===== src/wds_regs.svh =====
// Register offsets, field positions, reset values and timing counts
`ifndef WDS_REGS_SVH
`define WDS_REGS_SVH
`define WDS_AUX_OFFSET 8'hA2
`define WDS_FEED_OFFSET 8'hA6
`define WDS_CTRL_OFFSET 8'hA7
`define WDS_STATUS_OFFSET 8'hA8
`define WDS_MASK_OFFSET 8'hA9
`define WDS_COUNT_OFFSET 8'hAA
`define WDS_AUX_RESET 8'h00
`define WDS_AUX_SOFTWARE_RESET_BIT_BIT 3
`define WDS_AUX_RSVD_BIT 1
`define WDS_AUX_PBS_BIT 0
`define WDS_CTRL_SEL_RESET 3'h7
`define WDS_CTRL_RUN_BIT 4
`define WDS_CTRL_LOCK_BIT 5
`define WDS_CTRL_FUSE_BIT 6
`define WDS_ST_INTERVAL_BIT 0
`define WDS_ST_BADFEED_BIT 1
`define WDS_ST_WDRESET_BIT 2
`define WDS_ST_RESET 3'h0
`define WDS_MASK_RESET 3'h0
`define WDS_FEED_FIRST 8'h1E
`define WDS_FEED_SECOND 8'hE1
`define WDS_CLK_MHZ 40
`define WDS_BASE_PERIOD_US 16000
`define WDS_BASE_CYCLES (`WDS_BASE_PERIOD_US * `WDS_CLK_MHZ)
`define WDS_RST_PULSE_NS 1000
`define WDS_RST_PULSE_CYCLES ((`WDS_RST_PULSE_NS * `WDS_CLK_MHZ) / 1000)
`define WDS_PRE_W 20
`define WDS_PULSE_W 8
`define WDS_PERIOD_W 8
`endif


===== src/wds_pkg.sv =====
// Types shared by the watchdog and soft reset block
package wds_pkg;
    typedef struct packed {
        logic [7:0] addr;
        logic [7:0] wdata;
        logic wr;
        logic rd;
    } wds_bus_req_type;

    typedef enum logic [1:0] {
        WDS_RST_IDLE,
        WDS_RST_PULSE,
        WDS_RST_OSC_WAIT
    } wds_rst_state_type;
endpackage


===== src/wds_counter.sv =====
// Wrapping cycle counter with clear, run and terminal pulse
`timescale 1ns/1ps
module wds_counter #(
    parameter int W = 8
) (
    // Clock and reset
    input wire logic clk,
    input wire logic rst_n,
    // Control
    input wire logic clear,
    input wire logic run,
    input wire logic [W-1:0] limit,
    // Terminal count
    output logic done
);
    logic [W-1:0] count;
    wire at_limit = (count == limit);
    wire [W-1:0] count_inc = count + {{(W-1){1'b0}}, 1'b1};
    wire [W-1:0] next_count = clear ? '0 :
                              !run ? count :
                              at_limit ? '0 : count_inc;

    assign done = run && !clear && at_limit;

    always_ff @(posedge clk) begin
        if (!rst_n) begin
            count <= '0;
        end else begin
            count <= next_count;
        end
    end
endmodule


===== src/wds_feed_seq.sv =====
// Two-write feed sequence detector
`timescale 1ns/1ps
`include "wds_regs.svh"
module wds_feed_seq (
    // Clock and reset
    input wire logic clk,
    input wire logic rst_n,
    // Feed register writes
    input wire logic clear,
    input wire logic wr,
    input wire logic [7:0] data,
    // Results
    output logic feed_done,
    output logic bad_feed
);
    logic armed;
    wire is_first = (data == `WDS_FEED_FIRST);
    wire is_second = (data == `WDS_FEED_SECOND);
    // Any other value after the opening one, save a repeated 1E, drops the partial sequence
    wire next_armed = clear ? 1'b0 : (wr ? is_first : armed);

    // Writes elsewhere between the two halves leave armed alone
    assign feed_done = wr && armed && is_second;
    assign bad_feed = wr && !is_first && !(armed && is_second);

    always_ff @(posedge clk) begin
        if (!rst_n) begin
            armed <= 1'b0;
        end else begin
            armed <= next_armed;
        end
    end
endmodule


===== src/wds_watchdog_top.sv =====
// Watchdog timer, interval timer and software reset register block
`timescale 1ns/1ps
`include "wds_regs.svh"
// Function
// - Fuse set: counter runs on the block clock, the independent oscillator.
// - Fuse set: software cannot stop the watchdog; no feed means CPU reset.
// - Fuse clear: counter is an interval timer raising an interrupt.
// - Eight timeouts by three-bit select, 16 ms doubling up to about 2 s.
// - Fuse set: control register accepts one write after each reset.
// - Counting never depends on the CPU clock; with the fuse set a stopped CPU is reset.
// - Counter held inactive while power-on, brownout or external reset.
// - Feed is write 1E then E1 to the feed register; restarts interval.
// - Other accesses between the two feed writes are allowed.
// - Wrong feed only sets the bad-feed status bit; expiry stays at its scheduled time.
// - Expiry asserts internal reset for about one microsecond.
// - Reset in power-down starts the oscillator, waits until it is stable.
// - Auxiliary write with bit 3 set fully resets the processor.
// - Auxiliary bit 2 reads zero, ignores writes.
module wds_watchdog_top
    import wds_pkg::*;
#(
    parameter int BASE_CYCLES = `WDS_BASE_CYCLES
) (
    // Clock and reset
    input wire logic clk,
    input wire logic rst_n,
    // Register port
    input wire wds_bus_req_type bus,
    output logic [7:0] rdata,
    // Configuration and chip state
    input wire logic watchdog_enable_fuse,
    input wire logic por_reset,
    input wire logic bod_reset,
    input wire logic ext_reset,
    input wire logic power_down,
    input wire logic osc_stable,
    // Chip control
    output logic cpu_reset,
    output logic osc_start,
    output logic pointer_bank_select,
    // Interrupt
    output logic irq
);
    localparam logic [`WDS_PRE_W-1:0] PRE_LIMIT =
        `WDS_PRE_W'(BASE_CYCLES - 1);
    localparam logic [`WDS_PULSE_W-1:0] PULSE_LIMIT =
        `WDS_PULSE_W'(`WDS_RST_PULSE_CYCLES - 1);

    logic [2:0] timeout_select_field;
    logic timer_run;
    logic ctrl_locked;
    logic aux_reserved;
    logic [2:0] status;
    logic [2:0] mask;
    logic [`WDS_PERIOD_W-1:0] period_cnt;
    logic pd_latched;
    wds_rst_state_type rst_state;
    wds_rst_state_type next_rst_state;
    logic base_tick;
    logic pulse_done;
    logic feed_done;
    logic bad_feed;

    // Address decode
    wire wr_aux = bus.wr && (bus.addr == `WDS_AUX_OFFSET);
    wire wr_feed = bus.wr && (bus.addr == `WDS_FEED_OFFSET);
    wire wr_ctrl = bus.wr && (bus.addr == `WDS_CTRL_OFFSET);
    wire wr_status = bus.wr && (bus.addr == `WDS_STATUS_OFFSET);
    wire wr_mask = bus.wr && (bus.addr == `WDS_MASK_OFFSET);

    // Reset sources
    wire other_reset = por_reset | bod_reset | ext_reset;
    wire chip_reset = cpu_reset | other_reset;
    wire rst_idle = (rst_state == WDS_RST_IDLE);

    // Control register write, once per reset while the fuse is set
    wire ctrl_writable = !(watchdog_enable_fuse && ctrl_locked);
    wire ctrl_load = wr_ctrl && ctrl_writable;

    // Run gate: the run bit only matters in interval mode
    wire mode_run = watchdog_enable_fuse | timer_run;
    // Clocked from clk alone, so a halted CPU cannot stall it
    wire counting = mode_run && !other_reset && rst_idle;

    // Prescaler restarts on feed; an idle timer starts afresh
    wire pre_clear = feed_done | !counting;

    // Timeout length in base periods, 2^select
    wire [`WDS_PERIOD_W-1:0] period_last =
        (`WDS_PERIOD_W'(1) << timeout_select_field) -
        `WDS_PERIOD_W'(1);
    // Compare with >= so shrinking the select cannot skip expiry
    wire expire = base_tick && (period_cnt >= period_last);
    wire wd_expire = expire && watchdog_enable_fuse;
    wire int_expire = expire && !watchdog_enable_fuse;
    wire [`WDS_PERIOD_W-1:0] period_inc = period_cnt + `WDS_PERIOD_W'(1);
    wire [`WDS_PERIOD_W-1:0] next_period =
        pre_clear ? '0 :
        expire ? '0 :
        base_tick ? period_inc : period_cnt;

    // Reset requests
    wire sw_reset = wr_aux && bus.wdata[`WDS_AUX_SOFTWARE_RESET_BIT_BIT];
    wire reset_trigger = wd_expire | sw_reset;

    // Interrupt status: set wins over a clearing write
    wire [2:0] st_set = {wd_expire, bad_feed, int_expire};
    wire [2:0] st_clr = wr_status ? bus.wdata[2:0] : 3'h0;
    wire [2:0] next_status = (status & ~st_clr) | st_set;
    wire [2:0] next_mask = chip_reset ? `WDS_MASK_RESET :
                           wr_mask ? bus.wdata[2:0] : mask;

    // Read selection
    wire [7:0] aux_rd = {4'h0, 1'b0, 1'b0, aux_reserved,
                         pointer_bank_select};
    wire [7:0] ctrl_rd = {1'b0, watchdog_enable_fuse, ctrl_locked,
                          timer_run, 1'b0, timeout_select_field};
    wire [7:0] status_rd = {5'h00, status};
    wire [7:0] mask_rd = {5'h00, mask};
    wire [7:0] rd_mux =
        (bus.addr == `WDS_AUX_OFFSET) ? aux_rd :
        (bus.addr == `WDS_CTRL_OFFSET) ? ctrl_rd :
        (bus.addr == `WDS_STATUS_OFFSET) ? status_rd :
        (bus.addr == `WDS_MASK_OFFSET) ? mask_rd :
        (bus.addr == `WDS_COUNT_OFFSET) ? period_cnt : 8'h00;

    // Base period prescaler
    wds_counter #(.W(`WDS_PRE_W)) u_prescale (
        .clk(clk),
        .rst_n(rst_n),
        .clear(pre_clear),
        .run(counting),
        .limit(PRE_LIMIT),
        .done(base_tick)
    );

    // Internal reset pulse width
    wds_counter #(.W(`WDS_PULSE_W)) u_pulse (
        .clk(clk),
        .rst_n(rst_n),
        .clear(rst_state != WDS_RST_PULSE),
        .run(rst_state == WDS_RST_PULSE),
        .limit(PULSE_LIMIT),
        .done(pulse_done)
    );

    // Feed sequence; a chip reset drops a half-done feed
    wds_feed_seq u_feed (
        .clk(clk),
        .rst_n(rst_n),
        .clear(chip_reset),
        .wr(wr_feed),
        .data(bus.wdata),
        .feed_done(feed_done),
        .bad_feed(bad_feed)
    );

    // Reset sequencer
    always_comb begin
        next_rst_state = rst_state;
        unique case (rst_state)
            WDS_RST_IDLE: begin
                if (reset_trigger) begin
                    next_rst_state = WDS_RST_PULSE;
                end
            end
            WDS_RST_PULSE: begin
                if (pulse_done) begin
                    // Power-down needs the main oscillator back first
                    next_rst_state = pd_latched ? WDS_RST_OSC_WAIT :
                                     WDS_RST_IDLE;
                end
            end
            WDS_RST_OSC_WAIT: begin
                if (osc_stable) begin
                    next_rst_state = WDS_RST_IDLE;
                end
            end
        endcase
    end

    always_ff @(posedge clk) begin
        if (!rst_n) begin
            rst_state <= WDS_RST_IDLE;
            cpu_reset <= 1'b0;
            osc_start <= 1'b0;
        end else begin
            rst_state <= next_rst_state;
            cpu_reset <= (next_rst_state != WDS_RST_IDLE);
            osc_start <= (next_rst_state == WDS_RST_OSC_WAIT);
        end
    end

    always_ff @(posedge clk) begin
        if (!rst_n) begin
            pd_latched <= 1'b0;
        end else if (rst_idle && reset_trigger) begin
            pd_latched <= power_down;
        end
    end

    always_ff @(posedge clk) begin
        if (!rst_n) begin
            period_cnt <= '0;
        end else begin
            period_cnt <= next_period;
        end
    end

    // Control register
    always_ff @(posedge clk) begin
        if (!rst_n || chip_reset) begin
            timeout_select_field <= `WDS_CTRL_SEL_RESET;
            timer_run <= 1'b0;
            ctrl_locked <= 1'b0;
        end else if (ctrl_load) begin
            timeout_select_field <= bus.wdata[2:0];
            timer_run <= bus.wdata[`WDS_CTRL_RUN_BIT];
            ctrl_locked <= watchdog_enable_fuse;
        end
    end

    // Auxiliary register; bit 2 has no storage at all
    always_ff @(posedge clk) begin
        if (!rst_n || chip_reset) begin
            pointer_bank_select <= 1'(`WDS_AUX_RESET >> `WDS_AUX_PBS_BIT);
            aux_reserved <= 1'b0;
        end else if (wr_aux) begin
            pointer_bank_select <= bus.wdata[`WDS_AUX_PBS_BIT];
            aux_reserved <= bus.wdata[`WDS_AUX_RSVD_BIT];
        end
    end

    // Status survives chip resets so software can see why it restarted
    always_ff @(posedge clk) begin
        if (!rst_n) begin
            status <= `WDS_ST_RESET;
            mask <= `WDS_MASK_RESET;
            irq <= 1'b0;
        end else begin
            status <= next_status;
            mask <= next_mask;
            irq <= |(next_status & next_mask);
        end
    end

    // Read data one cycle after the strobe, zero otherwise
    always_ff @(posedge clk) begin
        if (!rst_n) begin
            rdata <= 8'h00;
        end else begin
            rdata <= bus.rd ? rd_mux : 8'h00;
        end
    end
endmodule


===== config.mk =====
export PLATFORM = sky130hd
export DESIGN_NAME = wds_watchdog_top
export DESIGN_NICKNAME = d
export VERILOG_FILES = /design/src/wds_pkg.sv /design/src/wds_counter.sv /design/src/wds_feed_seq.sv /design/src/wds_watchdog_top.sv
export VERILOG_INCLUDE_DIRS = /design/src
export SDC_FILE = /design/constraint.sdc
export NUM_CORES = 1
export LEC_CHECK = 0
export ABC_AREA = 1
export BUFFER_PORTS_ARGS = -buffer_cell sky130_fd_sc_hd__buf_4
export CAP_MARGIN = 20
export CORE_MARGIN = 3
export CORE_UTILIZATION = 47
export DETAILED_ROUTE_END_ITERATION = 8
export GPL_ROUTABILITY_DRIVEN = 0
export GPL_TIMING_DRIVEN = 0
export PLACE_DENSITY = 0.75
export SLEW_MARGIN = 10
export SYNTH_ARGS = -nofsm -noshare
export SYNTH_HDL_FRONTEND = slang
export SYNTH_SLANG_ARGS = --single-unit

===== constraint.sdc =====
create_clock -name clk -period 2.25 [get_ports clk]
set_clock_uncertainty 0.15 [all_clocks]
set_input_delay 0.3375 -clock clk [delete_from_list [all_inputs] [get_ports clk]]
set_output_delay 0.3375 -clock clk [all_outputs]
set_load 0.02 [all_outputs]

==> reports/summary.md <==
• RSZ-0062 raised after global routing: no
• proportion of layout cells with a drive suffix above 1: 17.2%
• Die W: 92.9 microns
• antenna violations before repair: 0
• Die H: 92.9 microns
• least setup slack across all paths after layout: 204 ps
• uppermost signal routing layer after detailed routing: met4
• Area contributors post-synth: dfxtp_1 36%, nand2_1 9.4%, nor2_1 6.8%
• sink count of the clock tree: 64
• Primary FF master, synth: dfxtp_1
• synthesized flop and latch total: 64
• number of enable-type register cells in the synthesized netlist: 0
• Post-Layout Inst Area: 4160 sq um
• overall overflow remaining after global route: 0
• outcome: finished, final reports clean
• overall routed net length: 7.84 mm
• total setup buffers inserted after CTS: 0
• critical path launch point: u_prescale.count[0]$_SDFFE_PP0P_
• count of buffers inserted at the top-level ports: 36
• antenna cell count: 0
• proportion of synthesized chip area in sequential cells: 36.1%
• relative contribution of sequential cells to total power: 48.9%
• Min-Delay Path Class: input port to flop
• # nets final: 577
• worst-skew pair later-pin latency: 340 ps
• Worst EP required: 2380 ps
• average cell area after synthesis: 7.25 sq um
• HPWL after detailed placement: 5.98 mm
• DRT antenna net count: 0
• overall power: 2.32 mW
• power density of the placed cells: 557 nW/um^2
• Final TNS setup: 0 ps
• post-place setup slack: 233 ps
• switching fraction of total power: 21.1%
• Post-Synthesis Net Count: 530
• die outline area: 8630 sq um
• fin crit share: 90.9%
• fill count: 711
• post-route non-filler standard cell count: 641
• cell internal pwr: 1.83 mW
• Register Area: 1280 sq um
• Hold Buf Count CTS: 0
• share of power burned in combinational logic: 4.2%
• Peak supply drop: 0.437 mV
• count of cells resized by post-cts repair: 0
• clock power share: 46.9%
• detail-routed via count per cell: 5.16
• Switch Pwr: 489 uW
• biggest area consumer among synthesized cells: dfxtp_1
• met2 routed wirelength: 3.69 mm
• CTS Root Buffer Type: clkbuf_8
• routed wl met3: 404 microns
• cell total after placement: 625
• type of element capturing the critical path: flop
• Synth top cells by count: 89 x nand2_1, 64 x dfxtp_1, 64 x nor2_1, 62 x inv_1, 32 x a21oi_1
• Finish-stage setup viols: 0
• Starting Density: 48.7%
• post-synthesis instance area: 3550 sq um
• Detailed Route Iter0 Violations: 149
• count of distinct cell types in the synthesized netlist: 45
• peak clock frequency supported by timing: 0.489 GHz
• cells after synthesis: 490
• r2r startpoint: u_prescale.count[0]$_SDFFE_PP0P_
• TritonCTS clock tree: built
• # rows: 31
• via count: 3309
• most instantiated library cell after synthesis: nand2_1
• category of the worst setup path launch point: flop
• kind of critical path: flop to flop
• CTS Buffer Depth: 2
• final critical path time including I/O delays and setup: 2050 ps
• final core utilization: 57.0%
• first drt pass iteration count: 5
• TritonCTS buffer count: 9
• ys async rst share: 0%
• fin. max-slew vios: 0
• clock slew at the register clock pins of the worst setup and hold paths: 70 ps
• global-route wire length before repair: 13.4 mm
• maxcap violations: 0
• maximum number of pins on one net before global-route repair: 11
• data arrival time of the critical path: 2170 ps
• worst hold slack across all endpoints: 76.5 ps
• Yosys warning total: 0
• Placement Cell Area: 3950 sq um
• leakage power of the design: 1.67 nW
• area of combinational cells with multiple inputs: 1980 sq um
• average wire per standard cell: 12.2 microns
• number of top-level pins: 38
• hold violation total from the final report: 0
• hold path start: power_down
• Area growth syn-to-layout: 17.1%
• maximum fanout count along the critical path: 5
• DRC: 0
• area fraction of the dominant cell type after synthesis: 36.1%
• DRT met1 WL: 3.55 mm
• core region area: 7290 sq um
• number of H-tree levels: 3
• global-route total usage across every layer: 19.1%
• number of global-route vias before repair: 3069
[layer usage]
metal,track usage [%],vias up
met5,0,-
met4,8.30,0
met3,4.06,21
met2,32.5,108
met1,23.2,1468
li1,-,1712
[power by group through the flow]
stage / clock (mW) / combinational [mW] / sequential [mW]
2_1_floorplan: 0 / 0.0438 / 1.16
3_3_place_gp: 0 / 0.0956 / 1.16
3_5_place_dp: 0 / 0.0965 / 1.16
4_1_cts: 1.11 / 0.0968 / 1.13
5_1_grt: 1.16 / 0.108 / 1.13
6_report: 1.09 / 0.0971 / 1.13
[path summary, 6_finish.rpt]
kind                                                       to  slack, ps  depth (start not counted)
worst max-delay path                  pd_latched$_SDFFE_PN0P_        200                         11
worst min-delay path                  pd_latched$_SDFFE_PN0P_         80                          3
worst max register to register        pd_latched$_SDFFE_PN0P_        200                         11
worst min register to register  u_pulse.count[0]$_SDFFE_PP0P_        300                          1
[worst max-delay path, stage by stage, from the launching register on]
cell,delay [ps]
dfxtp_1,430
ha_1,240
nand3_1,130
nor2_1,200
nand4_1,200
nor2_4,200
nand3_4,110
nand2_2,80
nand2_1,70
nand2_1,60
nand2_1,40
nor2_1,80
[flip-flops by register name, indices dropped and copies added, names as in the netlist, 2 cells and up]
register	count
u_pulse.count	8
rdata	8
period_cnt	8
timeout_select_field	3
status	3
mask	3
u_prescale.count	20
rst_state	2
[kinds of logic (layout without fill, tap and decap cells)]
family	Yosys count	after routing	share of synthesized area, %
AND/OR/NAND/NOR	249	249	35.0
buffers and inverters	74	126	8.24
AO/OA/AOI/OAI	75	75	12.4
flip-flops	64	64	36.1
XOR/XNOR	13	13	3.21
other	1	1	0.106
adder cells (fa/ha/maj)	14	14	4.93
[cell type report]
class                           instances  share of cell area (%)
Sequential cell                        64                    30.8
Clock buffer                           13                    3.58
Tap cell                               99                    2.98
Clock inverter                          3                    1.56
Multi-Input combinational cell        352                    47.5
Inverter                               70                    6.44
Buffer                                  4                   0.602
Timing Repair Buffer                   36                    6.50
[cells in the final DEF, fill, tap and decap left out, types with 2 or more instances in the layout]
cell type and count:
a211oi_1 2, a21oi_1 32, a21oi_2 3, a31oi_1 4, buf_2 2, buf_4 36
bufinv_16 2, clkbuf_1 4, clkbuf_8 10, dfxtp_1 64, ha_1 14, inv_1 62
inv_2 6, nand2_1 89, nand2_2 9, nand3_1 24, nand3_4 2, nand4_1 19
nor2_1 64, nor2_2 5, nor2_4 5, nor3_1 16, nor3b_1 4, nor3b_2 2
nor4_1 2, o21ai_0 17, o21ai_1 6, o21ai_4 2, o22ai_1 3, o32ai_1 2
xnor2_1 4, xor2_1 9
No activity file was read; power rests on OpenSTA's default activity.
